File: src/logic/rec_consts.vh
// Purpose: constants for the regulator enable and discharge configuration slice
// Assumes: 8-bit registers at byte offsets of the serial control port
// Notes: otp defaults arrive on input ports and load on power-on reset
`ifndef REC_CONSTS_VH
`define REC_CONSTS_VH
`define REC_ADDR_SOURCE    8'h2C
`define REC_ADDR_DIS_LOW   8'h2D
`define REC_ADDR_DIS_HIGH  8'h2E
`define REC_ADDR_MASK_LOW  8'h2F
`define REC_ADDR_MASK_HIGH 8'h30
`define REC_HIGH_USED      8'h3F
`define REC_SRC_LSB        0
`define REC_SRC_MSB        1
`define REC_SYNC_STAGES    3
`endif

File: src/logic/rec_regulator_config.v
// Purpose: source select, discharge enables and pin-one masks for the regulators
// Assumes: serial port decodes to a byte write strobe and a byte address
// Notes: defaults are sampled from otp ports in the first clock after reset release
`timescale 1ns/1ns
`include "rec_consts.vh"
module rec_regulator_config (
  input  wire       clk,              // 100 MHz clock
  input  wire       nrst,             // power-on reset, active low
  input  wire       wrEn,             // register write strobe, one cycle
  input  wire       rdEn,             // register read strobe, one cycle
  input  wire [7:0] addr,             // register byte address
  input  wire [7:0] wrData,           // write data
  output reg  [7:0] rdData,           // read data, registered
  output reg        rdValid,          // read data valid, one cycle
  input  wire [1:0] otpSource,        // otp default of source field
  input  wire [7:0] otpDisLow,        // otp default, low discharge
  input  wire [7:0] otpDisHigh,       // otp default, high discharge
  input  wire [7:0] otpMaskLow,       // otp default, low mask
  input  wire [7:0] otpMaskHigh,      // otp default, high mask
  input  wire [3:0] voltageSelectPin, // raw voltage-select pins, buck1..4
  input  wire       enablePinOne,     // raw enable pin one
  output reg        reg1DefaultVoltageChoice, // 0 operating, 1 alternate
  output reg        reg1UseAlternate,         // alternate register selected
  output reg  [9:0] regOutputPulldown,        // regulators 1..10 discharge enables
  output reg  [3:0] buckOutputPulldown,       // bucks 1..4 discharge enables
  output reg  [9:0] regPinOneEnable,          // pin one drive, regulators 1..10
  output reg  [3:0] buckPinOneEnable,         // pin one drive, bucks 1..4
  output reg  [9:0] regPinOneControl,         // mask bits, regulators
  output reg  [3:0] buckPinOneControl         // mask bits, bucks
);
  // one-hot load sequencer: the otp copy runs once per power-on reset and again after an illegal state code
  localparam [1:0] ST_LOAD = 2'h1;
  localparam [1:0] ST_RUN  = 2'h2;

  reg  [1:0] state_r;
  reg  [1:0] state_nxt;
  reg  [1:0] source_r;
  reg  [1:0] source_nxt;
  reg  [7:0] disLow_r;
  reg  [7:0] disLow_nxt;
  reg  [5:0] disHigh_r;
  reg  [5:0] disHigh_nxt;
  reg  [7:0] maskLow_r;
  reg  [7:0] maskLow_nxt;
  reg  [5:0] maskHigh_r;
  reg  [5:0] maskHigh_nxt;
  reg  [7:0] rdData_nxt;
  wire       wrSource;
  wire       wrDisLow;
  wire       wrDisHigh;
  wire       wrMaskLow;
  wire       wrMaskHigh;
  wire [3:0] selSync;
  wire       pinOneSync;
  wire       selPin;
  wire [9:0] regPulldown_nxt;
  wire [3:0] buckPulldown_nxt;
  wire [9:0] regControl_nxt;
  wire [3:0] buckControl_nxt;
  wire [9:0] regEnable_nxt;
  wire [3:0] buckEnable_nxt;
  genvar     gi;

  generate
    for (gi = 0; gi < 4; gi = gi + 1) begin : gSel
      rec_sync #(.RESET_VAL(1'b0)) uSel (
        .clk      (clk),
        .nrst     (nrst),
        .pinIn    (voltageSelectPin[gi]),
        .levelOut (selSync[gi])
      );
    end
  endgenerate

  rec_sync #(.RESET_VAL(1'b0)) uPinOne (
    .clk      (clk),
    .nrst     (nrst),
    .pinIn    (enablePinOne),
    .levelOut (pinOneSync)
  );

  // filtered pins only, so a source rewrite never meets a raw pin
  assign selPin = selSync[source_r];

  // writes in the otp copy cycle are dropped by the sequencer, not here
  assign wrSource   = wrEn & (addr == `REC_ADDR_SOURCE);
  assign wrDisLow   = wrEn & (addr == `REC_ADDR_DIS_LOW);
  assign wrDisHigh  = wrEn & (addr == `REC_ADDR_DIS_HIGH);
  assign wrMaskLow  = wrEn & (addr == `REC_ADDR_MASK_LOW);
  assign wrMaskHigh = wrEn & (addr == `REC_ADDR_MASK_HIGH);

  // next state and register writes
  always @* begin
    state_nxt    = state_r;
    source_nxt   = source_r;
    disLow_nxt   = disLow_r;
    disHigh_nxt  = disHigh_r;
    maskLow_nxt  = maskLow_r;
    maskHigh_nxt = maskHigh_r;
    case (state_r)
      ST_LOAD: begin
        state_nxt    = ST_RUN;
        source_nxt   = otpSource;
        disLow_nxt   = otpDisLow;
        disHigh_nxt  = otpDisHigh[5:0];
        maskLow_nxt  = otpMaskLow;
        maskHigh_nxt = otpMaskHigh[5:0];
      end
      ST_RUN: begin
        if (wrSource) begin
          source_nxt = wrData[`REC_SRC_MSB:`REC_SRC_LSB];
        end
        if (wrDisLow) begin
          disLow_nxt = wrData;
        end
        if (wrDisHigh) begin
          disHigh_nxt = wrData[5:0];
        end
        if (wrMaskLow) begin
          maskLow_nxt = wrData;
        end
        if (wrMaskHigh) begin
          maskHigh_nxt = wrData[5:0];
        end
      end
      default: begin
        // an illegal code redoes the copy rather than run half loaded
        state_nxt = ST_LOAD;
      end
    endcase
  end

  // reset branch holds constants; otp values enter through ST_LOAD
  always @(posedge clk or negedge nrst) begin
    if (!nrst) begin
      state_r    <= ST_LOAD;
      source_r   <= 2'h0;
      disLow_r   <= 8'h00;
      disHigh_r  <= 6'h00;
      maskLow_r  <= 8'h00;
      maskHigh_r <= 6'h00;
    end else begin
      state_r    <= state_nxt;
      source_r   <= source_nxt;
      disLow_r   <= disLow_nxt;
      disHigh_r  <= disHigh_nxt;
      maskLow_r  <= maskLow_nxt;
      maskHigh_r <= maskHigh_nxt;
    end
  end

  // read data holds until the next read
  always @* begin
    rdData_nxt = rdData;
    if (rdEn) begin
      case (addr)
        `REC_ADDR_SOURCE:    rdData_nxt = {6'h00, source_r};
        `REC_ADDR_DIS_LOW:   rdData_nxt = disLow_r;
        `REC_ADDR_DIS_HIGH:  rdData_nxt = {2'h0, disHigh_r} & `REC_HIGH_USED;
        `REC_ADDR_MASK_LOW:  rdData_nxt = maskLow_r;
        `REC_ADDR_MASK_HIGH: rdData_nxt = {2'h0, maskHigh_r} & `REC_HIGH_USED;
        default:             rdData_nxt = 8'h00;
      endcase
    end
  end

  always @(posedge clk or negedge nrst) begin
    if (!nrst) begin
      rdData  <= 8'h00;
      rdValid <= 1'h0;
    end else begin
      rdData  <= rdData_nxt;
      rdValid <= rdEn;
    end
  end

  // regulators 1..8 sit in the low registers, 9..10 and the bucks in the high ones
  assign regPulldown_nxt  = {disHigh_r[1:0], disLow_r};
  assign buckPulldown_nxt = disHigh_r[5:2];
  assign regControl_nxt   = {maskHigh_r[1:0], maskLow_r};
  assign buckControl_nxt  = maskHigh_r[5:2];
  assign regEnable_nxt    = regControl_nxt & {10{pinOneSync}};
  assign buckEnable_nxt   = buckControl_nxt & {4{pinOneSync}};

  // both choice outputs are one level seen twice; they cannot disagree
  always @(posedge clk or negedge nrst) begin
    if (!nrst) begin
      reg1DefaultVoltageChoice <= 1'h0;
      reg1UseAlternate         <= 1'h0;
    end else begin
      reg1DefaultVoltageChoice <= selPin;
      reg1UseAlternate         <= (selPin == 1'h1);
    end
  end

  // discharge enables are plain levels for the analog side
  always @(posedge clk or negedge nrst) begin
    if (!nrst) begin
      regOutputPulldown  <= 10'h000;
      buckOutputPulldown <= 4'h0;
    end else begin
      regOutputPulldown  <= regPulldown_nxt;
      buckOutputPulldown <= buckPulldown_nxt;
    end
  end

  // pin drive lags the filtered pin by one clock; the masks lag a write by one
  always @(posedge clk or negedge nrst) begin
    if (!nrst) begin
      regPinOneControl  <= 10'h000;
      buckPinOneControl <= 4'h0;
      regPinOneEnable   <= 10'h000;
      buckPinOneEnable  <= 4'h0;
    end else begin
      regPinOneControl  <= regControl_nxt;
      buckPinOneControl <= buckControl_nxt;
      regPinOneEnable   <= regEnable_nxt;
      buckPinOneEnable  <= buckEnable_nxt;
    end
  end
endmodule // rec_regulator_config

File: src/logic/rec_sync.v
// Purpose: three-stage synchroniser with agreement filter
// Assumes: input is asynchronous to clk
// Notes: output changes once stages two and three agree
`timescale 1ns/1ns
module rec_sync #(
  parameter RESET_VAL = 1'b0
) (
  input  wire clk,      // system clock
  input  wire nrst,     // async reset, active low
  input  wire pinIn,    // raw pin level
  output reg  levelOut  // filtered level
);
  reg s1_r;
  reg s2_r;
  reg s3_r;
  always @(posedge clk or negedge nrst) begin
    if (!nrst) begin
      s1_r     <= RESET_VAL;
      s2_r     <= RESET_VAL;
      s3_r     <= RESET_VAL;
      levelOut <= RESET_VAL;
    end else begin
      s1_r <= pinIn;
      s2_r <= s1_r;
      s3_r <= s2_r;
      if (s2_r == s3_r) begin
        levelOut <= s3_r;
      end
    end
  end
endmodule // rec_sync

File: config.mk
export PLATFORM = sky130hd
export DESIGN_NAME = rec_regulator_config
export DESIGN_NICKNAME = d
export VERILOG_FILES = /design/src/logic/rec_regulator_config.v /design/src/logic/rec_sync.v
export VERILOG_INCLUDE_DIRS = /design/src /design/src/logic
export SDC_FILE = /design/constraint.sdc
export NUM_CORES = 1
export LEC_CHECK = 0
export BUFFER_PORTS_ARGS = -buffer_cell sky130_fd_sc_hd__buf_2
export CELL_PAD_IN_SITES_DETAIL_PLACEMENT = 0
export CELL_PAD_IN_SITES_GLOBAL_PLACEMENT = 1
export CORE_ASPECT_RATIO = 0.7
export CORE_UTILIZATION = 25
export DETAILED_ROUTE_END_ITERATION = 10
export PLACE_DENSITY = 0.65
export SLEW_MARGIN = 0
export SYNTH_ARGS = -nofsm -noshare
export SYNTH_HDL_FRONTEND = slang
export SYNTH_SLANG_ARGS = --single-unit
export TNS_END_PERCENT = 5
File: constraint.sdc
create_clock -name clk -period 2.5 [get_ports clk]
set_clock_uncertainty 0.05 [all_clocks]
set_input_delay 0.5 -clock clk [delete_from_list [all_inputs] [get_ports clk]]
set_output_delay 0.5 -clock clk [all_outputs]
set_load 0.01 [all_outputs]
Word-level counts from Yosys, hierarchy flattened
Index checks and enable logic that the tools add are counted.
- $lt $le $gt $ge: 1
- eq/ne operators: 17
- mux-type cells: 14
- bitwise operators: 7
- reduce and logical (&&, ||, !) cells: 6
- operators with widths (kind ; count):
    == test 8 x 6 -> 1 bit, second input constant ; 5
    one-hot mux 8 bit (5 select lines) ; 1
    one-hot mux 8 bit (2 select lines) ; 2
    one-hot mux 6 bit (2 select lines) ; 2
    two-way mux 8 bit ; 2
    two-way mux 6 bit ; 2
    AND 10 bit ; 1
    inequality test 2 bit, second input constant ; 5
    AND reduction 2 bit ; 5
    one-hot mux 2 bit (2 select lines) ; 2
    AND 1 bit ; 5
    == test 1 bit ; 5
    AND 4 bit ; 1
    < comparator 2 x 3 -> 1 bit, second input constant ; 1
    binary-select mux 1 bit (select 2 bit) ; 1
    == test 2 x 1 -> 1 bit, second input constant ; 1
    == test 2 bit, second input constant ; 1
    two-way mux 2 bit ; 1
    nonzero test 2 bit ; 1
    two-way mux 1 bit ; 1
- register bits: 104
- word-level logic and storage cells: 80

Logic depth before layout (Yosys ltp)
- depth in word-level cells: 4
- gate-level depth with buffers: 6
- depth with buffers taken out: 4

By module
From an unflattened synthesis, not the netlist that was laid out.
- cells, all modules: 283
- area, all modules: 3967.6 sq um
- modules (own cells, without submodules) (module ; times used ; cells each ; area each (sq um)):
    rec_regulator_config ; 1 ; 258 ; 3410.8
    rec_sync ; 5 ; 5 ; 111.4

Least setup slack after synthesis
Ideal clock, no wire load.
- path type: input to register
- start point: input port addr[7]
- end point: register disLow_r[6]
- library setup time: 0.125 ns
- arrival time: 1.757 ns
- slack: 0.568 ns
- stages: 5
- path through: or3b_4 -> nor3_4 -> buf_6 -> a31oi_4 -> mux2_4
- word-level cells in the longest chain between the ends: 4
- RTL lines (what ; line ; text):
    from (decl) ; rec_regulator_config.v:11 ; input wire [7:0] addr,
    == test 8 x 6 -> 1 bit ; -- ;
    AND 1 bit ; rec_regulator_config.v:87 ; assign wrDisLow = wrEn & (addr == `REC_ADDR_DIS_LOW);
    inequality test 2 bit (no source line) ; -- ;
    AND reduction 2 bit (no source line) ; -- ;
    to (signal assigned) ; rec_regulator_config.v:145 ; disLow_r <= disLow_nxt;
    to (decl) ; rec_regulator_config.v:39 ; reg [7:0] disLow_r;
No other way between the ends.
A chain may end at the register's enable or synchronous reset.

Final worst setup path
- start point: register state_r[1]
- end point: register maskLow_r[3]
- word-level cells in the longest chain between the ends: 3
- elaborated cells between the ends (all ways): 6
- RTL lines (what ; line ; text):
    from (decl) ; rec_regulator_config.v:35 ; reg [1:0] state_r;
    from (signal assigned) ; rec_regulator_config.v:143 ; state_r <= state_nxt;
    == test 2 bit or == test 2 x 1 -> 1 bit (tied branches) ; rec_regulator_config.v:100 ; case (state_r)
    inequality test 2 bit (no source line) or nonzero test 2 bit (tied branches) ; -- ;
    AND reduction 2 bit (no source line) ; -- ;
    to (signal assigned) ; rec_regulator_config.v:147 ; maskLow_r <= maskLow_nxt;
    to (decl) ; rec_regulator_config.v:43 ; reg [7:0] maskLow_r;
Several ways; a longest one is shown, not always the timed one.

==> reports/summary.json <==
{
  "outcome": {
    "result_of_the_run": "completed"
  },
  "route": {
    "route.final.wire_length_mm": 9.79,
    "vias_per_cell": 4.19,
    "num_vias": 2556,
    "detailedRoute.firstPassIterationCount": 4,
    "remaining_drc_errors": 0,
    "detail-route-antenna-nets": 0,
    "detail_route.wl_per_cell_um": 16.1,
    "drt_iter0_markers": 107
  },
  "global_routing": {
    "largest_net_degree_at_the_start_of_global_routing": 49,
    "first_global_vias": 2590,
    "grt_pass1_wl_mm": 14.9,
    "antenna_found_initial": 0,
    "grt.total_usage": 0.131,
    "global_route.overflow_total": 0
  },
  "critical_path": {
    "crit_path_cell_trace": "nor2b_1, and2_4, a41oi_4, buf_4, mux2i_1",
    "arrival_ns": 2.31,
    "slowest_stage": "sky130_fd_sc_hd__nor2b_1",
    "critPathBufInv": 1,
    "setup.worst_path.start_class": "flip-flop",
    "worst_setup_path_type": "reg -> reg",
    "critPathMaxStageDelay_ns": 0.67,
    "setup.worst_path.end_class": "flip-flop",
    "crit_family": "simple AND/OR/NAND/NOR gates",
    "worst-endpoint-required_ns": 2.68,
    "critical_path_peak_fanout": 11
  },
  "power_and_ir_drop": {
    "power.density_nw_per_um2": 748,
    "vdd.ir_drop.worst_uv": 317,
    "total_leakage_power_nw": 2.48
  },
  "worst_hold_path": {
    "min_path_type": "in -> async"
  },
  "timing": {
    "layout_worst_path_cycle_share": 0.853,
    "timing_worst_slew_pin_value_ns": 0.818,
    "fin_setup_tns_ns": 0,
    "setup-violations-final": 0,
    "max-slew-margin-rel": 0.454,
    "grt_setup_unrepaired": "no",
    "max_freq_mhz": 469,
    "final-max-slew-violation-count": 0,
    "finalWorstPathRequiredPeriod_ns": 2.13,
    "hold_violations": 0
  },
  "clocking": {
    "cts_setup_buffers": 0,
    "cts_tree": "done",
    "ctsHtreeMaxLevel": 3,
    "cts-resized-gates": 0,
    "cts_made_buffers": 9,
    "clkSlewWorstSetupHoldPaths_ns": 0.07,
    "cts_max_path_buffers": 2,
    "clkSinkCount": 104,
    "ctsRootBufferMaster": "sky130_fd_sc_hd__clkbuf_16",
    "clock_insertion_delay_worst_skew_ns": 0.35,
    "cts.hold.buffers_added": 0
  },
  "floorplanning": {
    "initial_utilization": 0.261,
    "row_cnt": 37,
    "floorplan.core_area_um2": 15000,
    "die_width_um": 151,
    "fp.dieArea_um2": 16100,
    "floorplan.die.height_um": 107,
    "ios": 112
  },
  "placement": {
    "dp_hpwl_mm": 7.36,
    "port_buffers": 107,
    "place.gp.congestion": 0.798
  },
  "yosys": {
    "synthFlopType": "sky130_fd_sc_hd__dfrtp_1",
    "cell_area_after_synthesis_um2": 3900,
    "synth.top_cells.by_count": "103 x sky130_fd_sc_hd__dfrtp_1, 33 x sky130_fd_sc_hd__a21oi_1, 28 x sky130_fd_sc_hd__inv_1",
    "synthTopCellsByArea": "sky130_fd_sc_hd__dfrtp_1 66%, sky130_fd_sc_hd__mux2i_1 5.6%, sky130_fd_sc_hd__a21oi_1 4.2%",
    "synth-seq-area-share": 0.667,
    "syn_inst": 297,
    "yosys_warnings": 0,
    "synthArstFlopShare": 1.00,
    "syn-num-nets": 356,
    "synth.avg_cell_area_um2": 13.1,
    "synth_unique_cells": 36,
    "synth_edf_count": 0,
    "area_share_of_the_largest_cell_type_after_synthesis": 0.661,
    "synth-seq-cells": 104,
    "synth_most_common_cell": "sky130_fd_sc_hd__dfrtp_1",
    "netlist.top_cell.by_area": "sky130_fd_sc_hd__dfrtp_1"
  },
  "finish": {
    "nets": 468,
    "syn2layout_area_growth_pct": 28.5,
    "filler_cell_count": 1539,
    "drive_above_1_share": 0.362,
    "core_util_final": 0.335
  },
  "job": {
    "drv.max_cap_violation_count": 0
  }
}
==> worst register-to-register path, cell delays in order (launching register included) <==
cell                      delay [ns]
sky130_fd_sc_hd__dfrtp_1        0.36
sky130_fd_sc_hd__nor2b_1        0.67
sky130_fd_sc_hd__and2_4         0.32
sky130_fd_sc_hd__a41oi_4        0.26
sky130_fd_sc_hd__buf_4          0.25
sky130_fd_sc_hd__mux2i_1        0.11
==> cells by family after synthesis <==
| kind of cell | after synthesis | share of synthesized area |
|---|---|---|
| mux | 33 | 0.0959 |
| fa+ha+maj | 5 | 0.0128 |
| compound gates | 55 | 0.0940 |
| flops | 104 | 0.667 |
| buf+inv | 41 | 0.0449 |
| simple gates | 59 | 0.0850 |
==> final timing paths <==
kind	start	to	slack, ns	cells past startpoint
worst max-delay path	state_r[1]$_DFFE_PN0N_	maskLow_r[3]$_DFFE_PN0P_	0.37	5
worst min-delay path	nrst	gSel[2].uSel.s3_r$_DFF_PN0_	0.12	1
worst max register to register	state_r[1]$_DFFE_PN0N_	maskLow_r[3]$_DFFE_PN0P_	0.37	5
worst min register to register	gSel[3].uSel.s1_r$_DFF_PN0_	gSel[3].uSel.s2_r$_DFF_PN0_	0.30	0
max in group asynchronous	nrst	regPinOneEnable[7]$_DFF_PN0_	1.61	2
min in group clk	voltageSelectPin[2]	gSel[2].uSel.s1_r$_DFF_PN0_	0.20	1
==> layout by cell type, fill, tap and decap left out, types with 7 or more instances in the layout <==
master                      synthesis  final
sky130_fd_sc_hd__a21oi_1           33     33
sky130_fd_sc_hd__and2_1            20     20
sky130_fd_sc_hd__buf_2              2    106
sky130_fd_sc_hd__buf_4              1      7
sky130_fd_sc_hd__clkbuf_16          0      9
sky130_fd_sc_hd__dfrtp_1          103    103
sky130_fd_sc_hd__inv_1             28     28
sky130_fd_sc_hd__mux2_2             7      7
sky130_fd_sc_hd__mux2i_1           22     22
sky130_fd_sc_hd__nand2_1           14     14
sky130_fd_sc_hd__nor2_1             9      9
==> registers in the layout, indices dropped and copies added, names as in the netlist, 6 cells and up <==
register           count
maskHigh_r             6
maskLow_r              8
disLow_r               8
regOutputPulldown     10
disHigh_r              6
rdData                 8
regPinOneControl      10
regPinOneEnable       10
==> power breakdown <==
group	switching (mW)	internal [mW]	total, mW
Combinational	0.182	0.158	0.340
Sequential	0.0772	1.81	1.88
Clock	0.620	0.907	1.53
==> per-stage QoR <==
stage               worst slack, ns  power (mW)  cells  cell area, µm²  hold slack [ns]
floorplan                     0.568        2.06    297            3900            0.154
global placement              0.331        2.26    593            4680            0.287
detailed placement            0.303        2.27    593            4680            0.285
CTS                           0.321        3.82    609            5010            0.139
global route                  0.226        3.95    609            5010            0.164
finish                        0.366        3.75    610            5010            0.115
==> metal layers <==
metal,routed length [µm],vias to the layer above,share of wire,track usage
li1,-,1225,-,-
met1,4760,1240,0.49,0.184
met3,703,10,0.072,0.0455
met2,4190,81,0.43,0.185
met4,136,0,0.014,0.0450
met5,0,-,0,0
==> layout make-up <==
class,count,area (µm²),share of cell area
inverter,28,105,0.0210
antenna,1,2.50,0.000499
timing repair buffer,114,603,0.120
multi-input combinational,152,1120,0.224
clock buffer,10,239,0.0477
tap,195,244,0.0487
sequential,104,2600,0.519
clock inverter,6,92.6,0.0185
Note: power is estimated with default switching activity, not from simulation.
